## config.mk

```make
export PLATFORM = sky130hd
export DESIGN_NAME = set_file_all_ones
export DESIGN_NICKNAME = d
export VERILOG_FILES = /design/src/core/set_file_pkg.sv /design/src/core/set_file_addr_resolve.sv /design/src/core/set_file_all_ones.sv
export SDC_FILE = /design/constraint.sdc
export NUM_CORES = 1
export LEC_CHECK = 0
export BUFFER_PORTS_ARGS = -buffer_cell sky130_fd_sc_hd__buf_2
export CAP_MARGIN = 10
export CORE_ASPECT_RATIO = 0.75
export CORE_UTILIZATION = 40
export CTS_CLUSTER_DIAMETER = 40
export DETAILED_ROUTE_END_ITERATION = 10
export GPL_TIMING_DRIVEN = 1
export SLEW_MARGIN = 20
export SYNTH_ARGS = -nofsm -noshare
export SYNTH_HDL_FRONTEND = slang
export SYNTH_SLANG_ARGS = --single-unit
```

## constraint.sdc

```tcl
create_clock -name i_ref_clk -period 5 [get_ports i_ref_clk]
set_clock_uncertainty 0.2 [all_clocks]
set_input_delay 0.25 -clock i_ref_clk [delete_from_list [all_inputs] [get_ports i_ref_clk]]
set_output_delay 0.25 -clock i_ref_clk [all_outputs]
set_load 0.01 [all_outputs]
```

## src/core/set_file_pkg.sv

```systemverilog
// Package with constants and carrier types for the set-file-all-ones execution unit.
package set_file_pkg;

    // ------------------------------------------------------------
    // Instruction encoding
    // ------------------------------------------------------------
    localparam logic [6:0]  SET_FILE_OPCODE      = 7'h34;
    localparam int          OPCODE_MSB           = 15;
    localparam int          OPCODE_LSB           = 9;
    localparam int          ACCESS_BIT_POS       = 8;
    localparam logic [7:0]  SET_FILE_VALUE       = 8'hff;
    localparam logic [7:0]  INDEXED_LIMIT        = 8'h5f;

    // ------------------------------------------------------------
    // Access bank layout
    // ------------------------------------------------------------
    localparam logic [7:0]  ACCESS_SPLIT         = 8'h80;
    localparam logic [3:0]  ACCESS_LOW_BANK      = 4'h0;
    localparam logic [3:0]  ACCESS_HIGH_BANK     = 4'hf;

    // ------------------------------------------------------------
    // Reset values
    // ------------------------------------------------------------
    localparam logic [15:0] RESET_WORD           = 16'h0000;
    localparam logic [11:0] RESET_ADDR           = 12'h000;

    typedef enum logic [3:0]
    {
        PHASE_DECODE  = 4'b0001,
        PHASE_READ    = 4'b0010,
        PHASE_PROCESS = 4'b0100,
        PHASE_WRITE   = 4'b1000
    } phase_type;

    typedef struct packed
    {
        logic        valid;
        logic [11:0] addr;
        logic [7:0]  data;
    } mem_access_type;

    typedef struct packed
    {
        logic        valid;
        logic        indexed;
        logic [11:0] addr;
    } target_type;

endpackage : set_file_pkg

```

## src/core/set_file_addr_resolve.sv

```systemverilog
// Operand address resolver: access bank, banked or indexed literal offset.
`timescale 1ns/1ps
`default_nettype none
module set_file_addr_resolve
    import set_file_pkg::*;
(
    input  wire logic       i_access_bit,
    input  wire logic [7:0] i_file_addr,
    input  wire logic [3:0] i_bank_select_register,
    input  wire logic       i_ext_enable,
    input  wire logic [11:0] i_index_base,
    output logic            o_indexed,
    output logic [11:0]     o_addr
);
    import set_file_pkg::*;

    always_comb
    begin
        o_indexed = 1'b0;
        if (i_access_bit)
        begin
            o_addr = {i_bank_select_register, i_file_addr};
        end
        else if (i_ext_enable && (i_file_addr <= INDEXED_LIMIT))
        begin
            o_indexed = 1'b1;
            o_addr    = 12'(i_index_base + {4'h0, i_file_addr});
        end
        else if (i_file_addr < ACCESS_SPLIT)
        begin
            o_addr = {ACCESS_LOW_BANK, i_file_addr};
        end
        else
        begin
            o_addr = {ACCESS_HIGH_BANK, i_file_addr};
        end
    end
endmodule : set_file_addr_resolve
`default_nettype wire

```

## src/core/set_file_all_ones.sv

```systemverilog
// Execution unit that fills an addressed data register with all ones over four phases: decode, read, process, write.
// Behaviour
// - Opcode 0110 100a ffff ffff writes FFh into the addressed data register.
// - Access bit zero resolves the file address inside the fixed access bank.
// - Access bit one combines bank select register with file address.
// - Access zero, extended set on, address at most 5Fh: indexed literal offset.
`timescale 1ns/1ps
`default_nettype none
module set_file_all_ones
    import set_file_pkg::*;
(
    input  wire logic                   i_ref_clk,
    input  wire logic                   i_sys_rst,
    input  wire logic                   i_instr_valid,
    input  wire logic [15:0]            i_instr_word,
    input  wire logic [3:0]             i_bank_select_register,
    input  wire logic                   i_ext_enable,
    input  wire logic [11:0]            i_index_base,
    input  wire logic [7:0]             i_read_data,
    output logic                        o_busy,
    output set_file_pkg::mem_access_type o_read,
    output set_file_pkg::mem_access_type o_write,
    output logic                        o_indexed,
    output logic                        o_status_write,
    output logic                        o_done
);
    import set_file_pkg::*;

    // ------------------------------------------------------------
    // Phase sequencer
    // ------------------------------------------------------------
    phase_type   phase;
    phase_type   next_phase;
    logic        active;
    logic [15:0] word;
    target_type  target;
    logic        res_indexed;
    logic [11:0] res_addr;
    logic        match;

    assign match = i_instr_word[OPCODE_MSB:OPCODE_LSB] == SET_FILE_OPCODE;

    always_comb
    begin
        next_phase = phase;
        case (phase)
            PHASE_DECODE:  next_phase = active ? PHASE_READ : PHASE_DECODE;
            PHASE_READ:    next_phase = PHASE_PROCESS;
            PHASE_PROCESS: next_phase = PHASE_WRITE;
            PHASE_WRITE:   next_phase = PHASE_DECODE;
            default:       next_phase = PHASE_DECODE;
        endcase
    end

    always_ff @(posedge i_ref_clk)
    begin
        if (i_sys_rst)
            phase <= PHASE_DECODE;
        else
            phase <= next_phase;
    end

    // The instruction is latched only while idle, so a new word cannot disturb one in flight.
    always_ff @(posedge i_ref_clk)
    begin
        if (i_sys_rst)
        begin
            active <= 1'b0;
            word   <= RESET_WORD;
        end
        else if (phase == PHASE_DECODE && !active)
        begin
            active <= i_instr_valid && match;
            word   <= i_instr_word;
        end
        else if (phase == PHASE_WRITE)
        begin
            active <= 1'b0;
        end
    end

    set_file_addr_resolve set_file_addr_resolve_inst
    (
        .i_access_bit           (word[ACCESS_BIT_POS]),
        .i_file_addr            (word[7:0]),
        .i_bank_select_register (i_bank_select_register),
        .i_ext_enable           (i_ext_enable),
        .i_index_base           (i_index_base),
        .o_indexed              (res_indexed),
        .o_addr                 (res_addr)
    );

    // Operands are resolved at decode; later changes of bank select do not move the target.
    always_ff @(posedge i_ref_clk)
    begin
        if (i_sys_rst)
            target <= '{valid: 1'b0, indexed: 1'b0, addr: RESET_ADDR};
        else if (phase == PHASE_DECODE && active)
            target <= '{valid: 1'b1, indexed: res_indexed, addr: res_addr};
        else if (phase == PHASE_WRITE)
            target.valid <= 1'b0;
    end

    // ------------------------------------------------------------
    // Data memory strobes
    // ------------------------------------------------------------
    always_ff @(posedge i_ref_clk)
    begin
        if (i_sys_rst)
        begin
            o_read  <= '{valid: 1'b0, addr: RESET_ADDR, data: 8'h00};
            o_write <= '{valid: 1'b0, addr: RESET_ADDR, data: 8'h00};
            o_done  <= 1'b0;
        end
        else
        begin
            o_read.valid  <= next_phase == PHASE_READ;
            o_read.addr   <= (next_phase == PHASE_READ) ? res_addr : o_read.addr;
            o_read.data   <= (phase == PHASE_READ) ? i_read_data : o_read.data;
            o_write.valid <= (next_phase == PHASE_WRITE) && target.valid;
            o_write.addr  <= (next_phase == PHASE_WRITE) ? target.addr : o_write.addr;
            o_write.data  <= SET_FILE_VALUE;
            o_done        <= (next_phase == PHASE_WRITE) && target.valid;
        end
    end

    assign o_busy         = active;
    assign o_indexed      = target.indexed;
    assign o_status_write = 1'b0;

    // ------------------------------------------------------------
    // Checks
    // ------------------------------------------------------------
    property p_write_value;
        @(posedge i_ref_clk) disable iff (i_sys_rst)
        o_write.valid |-> o_write.data == SET_FILE_VALUE;
    endproperty
    a_write_value: assert property (p_write_value) else $error("write not all ones");

    property p_one_cycle;
        @(posedge i_ref_clk) disable iff (i_sys_rst)
        $rose(o_read.valid) |-> ##2 o_write.valid ##1 !o_write.valid;
    endproperty
    a_one_cycle: assert property (p_one_cycle) else $error("phase order broken");

    property p_match_starts;
        @(posedge i_ref_clk) disable iff (i_sys_rst)
        (phase == PHASE_DECODE && !active && i_instr_valid && match) |-> ##2 o_read.valid;
    endproperty
    a_match_starts: assert property (p_match_starts) else $error("match not run");

    property p_nomatch_idle;
        @(posedge i_ref_clk) disable iff (i_sys_rst)
        (phase == PHASE_DECODE && !active && !(i_instr_valid && match)) |=> !active;
    endproperty
    a_nomatch_idle: assert property (p_nomatch_idle) else $error("bad start");

    property p_banked;
        @(posedge i_ref_clk) disable iff (i_sys_rst)
        (phase == PHASE_DECODE && active && word[ACCESS_BIT_POS])
            |=> target.addr == {$past(i_bank_select_register), $past(word[7:0])};
    endproperty
    a_banked: assert property (p_banked) else $error("bank address wrong");

    property p_access;
        @(posedge i_ref_clk) disable iff (i_sys_rst)
        (phase == PHASE_DECODE && active && !word[ACCESS_BIT_POS]
            && !(i_ext_enable && word[7:0] <= INDEXED_LIMIT))
            |=> target.addr == {($past(word[7]) ? ACCESS_HIGH_BANK : ACCESS_LOW_BANK),
                                $past(word[7:0])} && !target.indexed;
    endproperty
    a_access: assert property (p_access) else $error("access bank wrong");

    property p_indexed;
        @(posedge i_ref_clk) disable iff (i_sys_rst)
        (phase == PHASE_DECODE && active && !word[ACCESS_BIT_POS] && i_ext_enable
            && word[7:0] <= INDEXED_LIMIT)
            |=> target.indexed && target.addr == 12'($past(i_index_base) + $past(word[7:0]));
    endproperty
    a_indexed: assert property (p_indexed) else $error("indexed mode missed");

    property p_no_status;
        @(posedge i_ref_clk) disable iff (i_sys_rst)
        o_write.valid |-> !o_status_write;
    endproperty
    a_no_status: assert property (p_no_status) else $error("status altered");

    property p_read_addr;
        @(posedge i_ref_clk) disable iff (i_sys_rst)
        o_read.valid |-> o_read.addr == target.addr;
    endproperty
    a_read_addr: assert property (p_read_addr) else $error("read addr off");

    property p_write_addr;
        @(posedge i_ref_clk) disable iff (i_sys_rst)
        o_write.valid |-> o_write.addr == o_read.addr;
    endproperty
    a_write_addr: assert property (p_write_addr) else $error("write addr moved");

    property p_done_pair;
        @(posedge i_ref_clk) disable iff (i_sys_rst)
        o_done == o_write.valid;
    endproperty
    a_done_pair: assert property (p_done_pair) else $error("done unpaired");

    // Busy must cover exactly the four phases, so the next word is taken one edge later.
    property p_busy_span;
        @(posedge i_ref_clk) disable iff (i_sys_rst)
        $rose(o_busy) |-> o_busy [*4] ##1 !o_busy;
    endproperty
    a_busy_span: assert property (p_busy_span) else $error("busy span wrong");

    property p_read_capture;
        @(posedge i_ref_clk) disable iff (i_sys_rst)
        $fell(o_read.valid) |-> o_read.data == $past(i_read_data);
    endproperty
    a_read_capture: assert property (p_read_capture) else $error("read data lost");

    property p_idle_quiet;
        @(posedge i_ref_clk) disable iff (i_sys_rst)
        !o_busy |-> !o_read.valid && !o_write.valid;
    endproperty
    a_idle_quiet: assert property (p_idle_quiet) else $error("strobe while idle");

endmodule : set_file_all_ones
`default_nettype wire

```

==> run metrics <==
outcome finished, final reports clean; placed wire-length estimate 5661 um; combinational cell fraction of total power 0.187; Max-Cap Viols 0; Main synth FF type dfxtp_1; number of distinct library cells after synthesis 51; largest fanout on the critical path 6; Crit path arrival time 2.73 ns; maximum number of buffers from clock root to sink 2; net switching share of the total power 0.2896; final-layout worst hold slack 0.06921 ns; critical path cell sequence ha_1 -> inv_1 -> fa_1 -> and2b_1 -> o211ai_1 -> a211oi_1 -> a311oi_2 -> a21oi_1; Pwr Density 337.7 nW/um^2; total global routing track utilization 0.2017; number of warning messages in the yosys log 0; number of flip-flops and latches in the synthesized netlist 63; number of DRC markers after the initial detailed-route iteration 137; TritonCTS sink count 63; Crit Reg-Reg Startpoint word[0]; number of buffers added on ports 88; vias per inst 5.151; startpoint of the worst setup timing path word[0]; Setup violations, final 0; R2R cell count 8; Final #Nets 505; initial antenna violation count 0; post-layout worst setup margin around 2.3 ns; slew at the pin with the worst max-slew slack 1.145 ns; clock tree from TritonCTS done; Die Area 8140 um^2; std cell rows 27; Fill cells around 740; unrepaired setup endpoints after global routing no; type of the worst setup path reg2reg; worst ir drop on vdd 0.1574 mV; net switching component of the power 381.7 uW; final period utilization 0.5318; required time of the critical path 5.08 ns; # IOs 90; endpoints failing hold 0; register share of total power 0.428; RR Endpoint o_read[18]; wire per inst approximately 14 um; HP Class in2reg; wire length of the first global-routing pass 12,810 um; proportion of register bits with asynchronous set or reset after synthesis 0; pre-CTS WS between 2 and 2.5 ns; number of nets produced by synthesis 420; relative area change from synthesis to final layout 25.45%; sort of element at the start of the critical path flip-flop; number of global-route vias before repair 2,561; Post-Synthesis Mean Instance Area 8.479 um^2; Max Clock Freq approximately 380 MHz; fin crit period 2.659 ns; sequential fraction of the synthesis area 0.4053; setup total negative slack 0 ns; max incr delay on CP 0.67 ns; area of the core 7432 um^2; drt first pass iters 4; via count 2,874; global placement routability congestion 0.8203; total standard cell area after synthesis ~3100 um^2; number of cells produced by synthesis 367; number of synthesized flops with an enable pin 0; Antenna Cells 0; worst rel slew slack 0.2348; remaining antenna violation count after routing 0; CP endpoint o_read[18]; Static Leakage 0.001676 uW; number of CTS-inserted buffers 9; global route total overflow 0; H-tree level count 3; clock latency reported for the late side of the worst-skew pair 0.35 ns; initial core utilization 0.4187; clock tree root driver cell clkbuf_8; CP endpoint kind flip-flop; die width just over 100 um; internal reg-to-reg setup slack 2.34 ns; Internal 936.6 uW; Die Y between 70 and 80 um; Worst-path clk slew 0.07 ns; maximum number of pins on one net before global-route repair 55; share of layout cells above drive strength 1 0.2516; crit path max-delay cell type a211oi_1; total DRC errors in the routed layout 0; power share of the clock group 0.385; Final Max Tran Viols 0; buffers inserted by post-CTS timing repair 0; routed wire length a little under 8000 um
==> synth_stat cells (8+ instances only) <==
library cell / instances / area share
a211oi_1: 14 / 0.034
a21oi_1: 32 / 0.051
buf_4: 11 / 0.027
clkbuf_1: 10 / 0.012
dfxtp_1: 63 / 0.41
ha_1: 8 / 0.032
mux2i_1: 9 / 0.029
nand2_1: 39 / 0.047
nand3_1: 10 / 0.016
nor2_1: 51 / 0.062
o21ai_0: 14 / 0.023
==> logic make-up after synthesis <==
kind of cell | Yosys count | share of synthesized area
other cells | 1 | 0.001205
fa+ha+maj | 9 | 0.03860
mux | 9 | 0.02895
simple gates | 148 | 0.2421
flops | 63 | 0.4053
xor+xnor | 3 | 0.008445
buf+inv | 38 | 0.07117
compound gates | 96 | 0.2043
==> through the flow <==
stage	utilization	cells	instance area [um^2]	power, uW
after CTS	0.5251	558	3902	1329
final	0.5253	558	3904	1318
after detailed placement	0.4699	524	3492	809.0
after floorplan	-	367	3112	742.7
after global routing	0.5253	558	3904	1389
after global placement	0.4699	524	3492	805.6
==> routing by layer <==
metal | up-vias | global-route usage | share of wire
met5 | - | 0 | 0
met3 | 5 | 0.05897 | 0.055
met1 | 1314 | 0.2955 | 0.53
li1 | 1470 | - | -
met2 | 85 | 0.2833 | 0.41
met4 | 0 | 0.05571 | 0.0072
==> state kept, by name, indices dropped and copies added (netlist names) <==
register	count
o_done	1
target	13
o_busy	1
o_indexed	1
phase	4
o_read	21
o_write	13
word	9
==> how the worst min path moves through the flow <==
stage,start,end,cells past startpoint,slack [ns]
after global routing,i_index_base[10],o_read[18],3,0.05
final,i_index_base[10],target[10],3,0.07
after CTS,i_index_base[10],o_read[18],3,0.04
after global placement,o_read[6],o_read[6],2,0.24
after floorplan,i_read_data[0],o_read[0],2,0.19
after detailed placement,o_read[4],o_read[4],2,0.25
==> what timing repair did <==
action                    CTS  global route
hold endpoints to repair   18             0
resized for setup           0             0
hold buffers               18             0
==> final cells by class <==
class | count | area, um^2 | share of cell area
Timing Repair Buffer | 107 | 628.1 | 0.1609
Tap cell | 101 | 126.4 | 0.03237
Clock buffer | 10 | 137.6 | 0.03526
Sequential cell | 63 | 1261 | 0.3231
Multi-Input combinational cell | 266 | 1639 | 0.4199
Inverter | 5 | 18.77 | 0.004808
Clock inverter | 6 | 92.59 | 0.02372
==> cells in the final DEF, fill, tap and decap left out, drive strengths merged, types with 3 or more instances in the layout <==
| cell type | count |
|---|---|
| a211oi | 18 |
| a21boi | 3 |
| a21o | 6 |
| a21oi | 32 |
| a31oi | 6 |
| and2 | 3 |
| buf | 89 |
| clkbuf | 10 |
| dfxtp | 63 |
| dlygate4sd3 | 18 |
| ha | 8 |
| inv | 6 |
| mux2i | 9 |
| nand2 | 39 |
| nand2b | 5 |
| nand3 | 10 |
| nand4 | 3 |
| nor2 | 51 |
| nor2b | 6 |
| nor3 | 5 |
| nor4 | 4 |
| nor4b | 7 |
| o21a | 3 |
| o21ai | 14 |
| o311ai | 3 |
| or3 | 4 |
| xnor2 | 3 |
==> power groups by stage <==
| stage | Combinational [uW] | Sequential [uW] | Clock, uW |
|---|---|---|---|
| 5_1_grt | 275 | 569 | 544 |
| 2_1_floorplan | 173 | 570 | 0 |
| 3_3_place_gp | 232 | 574 | 0 |
| 6_report | 246 | 564 | 508 |
| 3_5_place_dp | 234 | 575 | 0 |
| 4_1_cts | 246 | 564 | 520 |
==> critical path, delay by kind of cell, from the launching register on <==
kind                     cells  cell delay (ns)
flip-flops                   1             0.36
AO/OA/AOI/OAI                4             1.18
AND/OR/NAND/NOR              1             0.23
buffers and inverters        1             0.06
adder cells (fa/ha/maj)      2             0.57
Note: power is estimated with default switching activity, not from simulation.
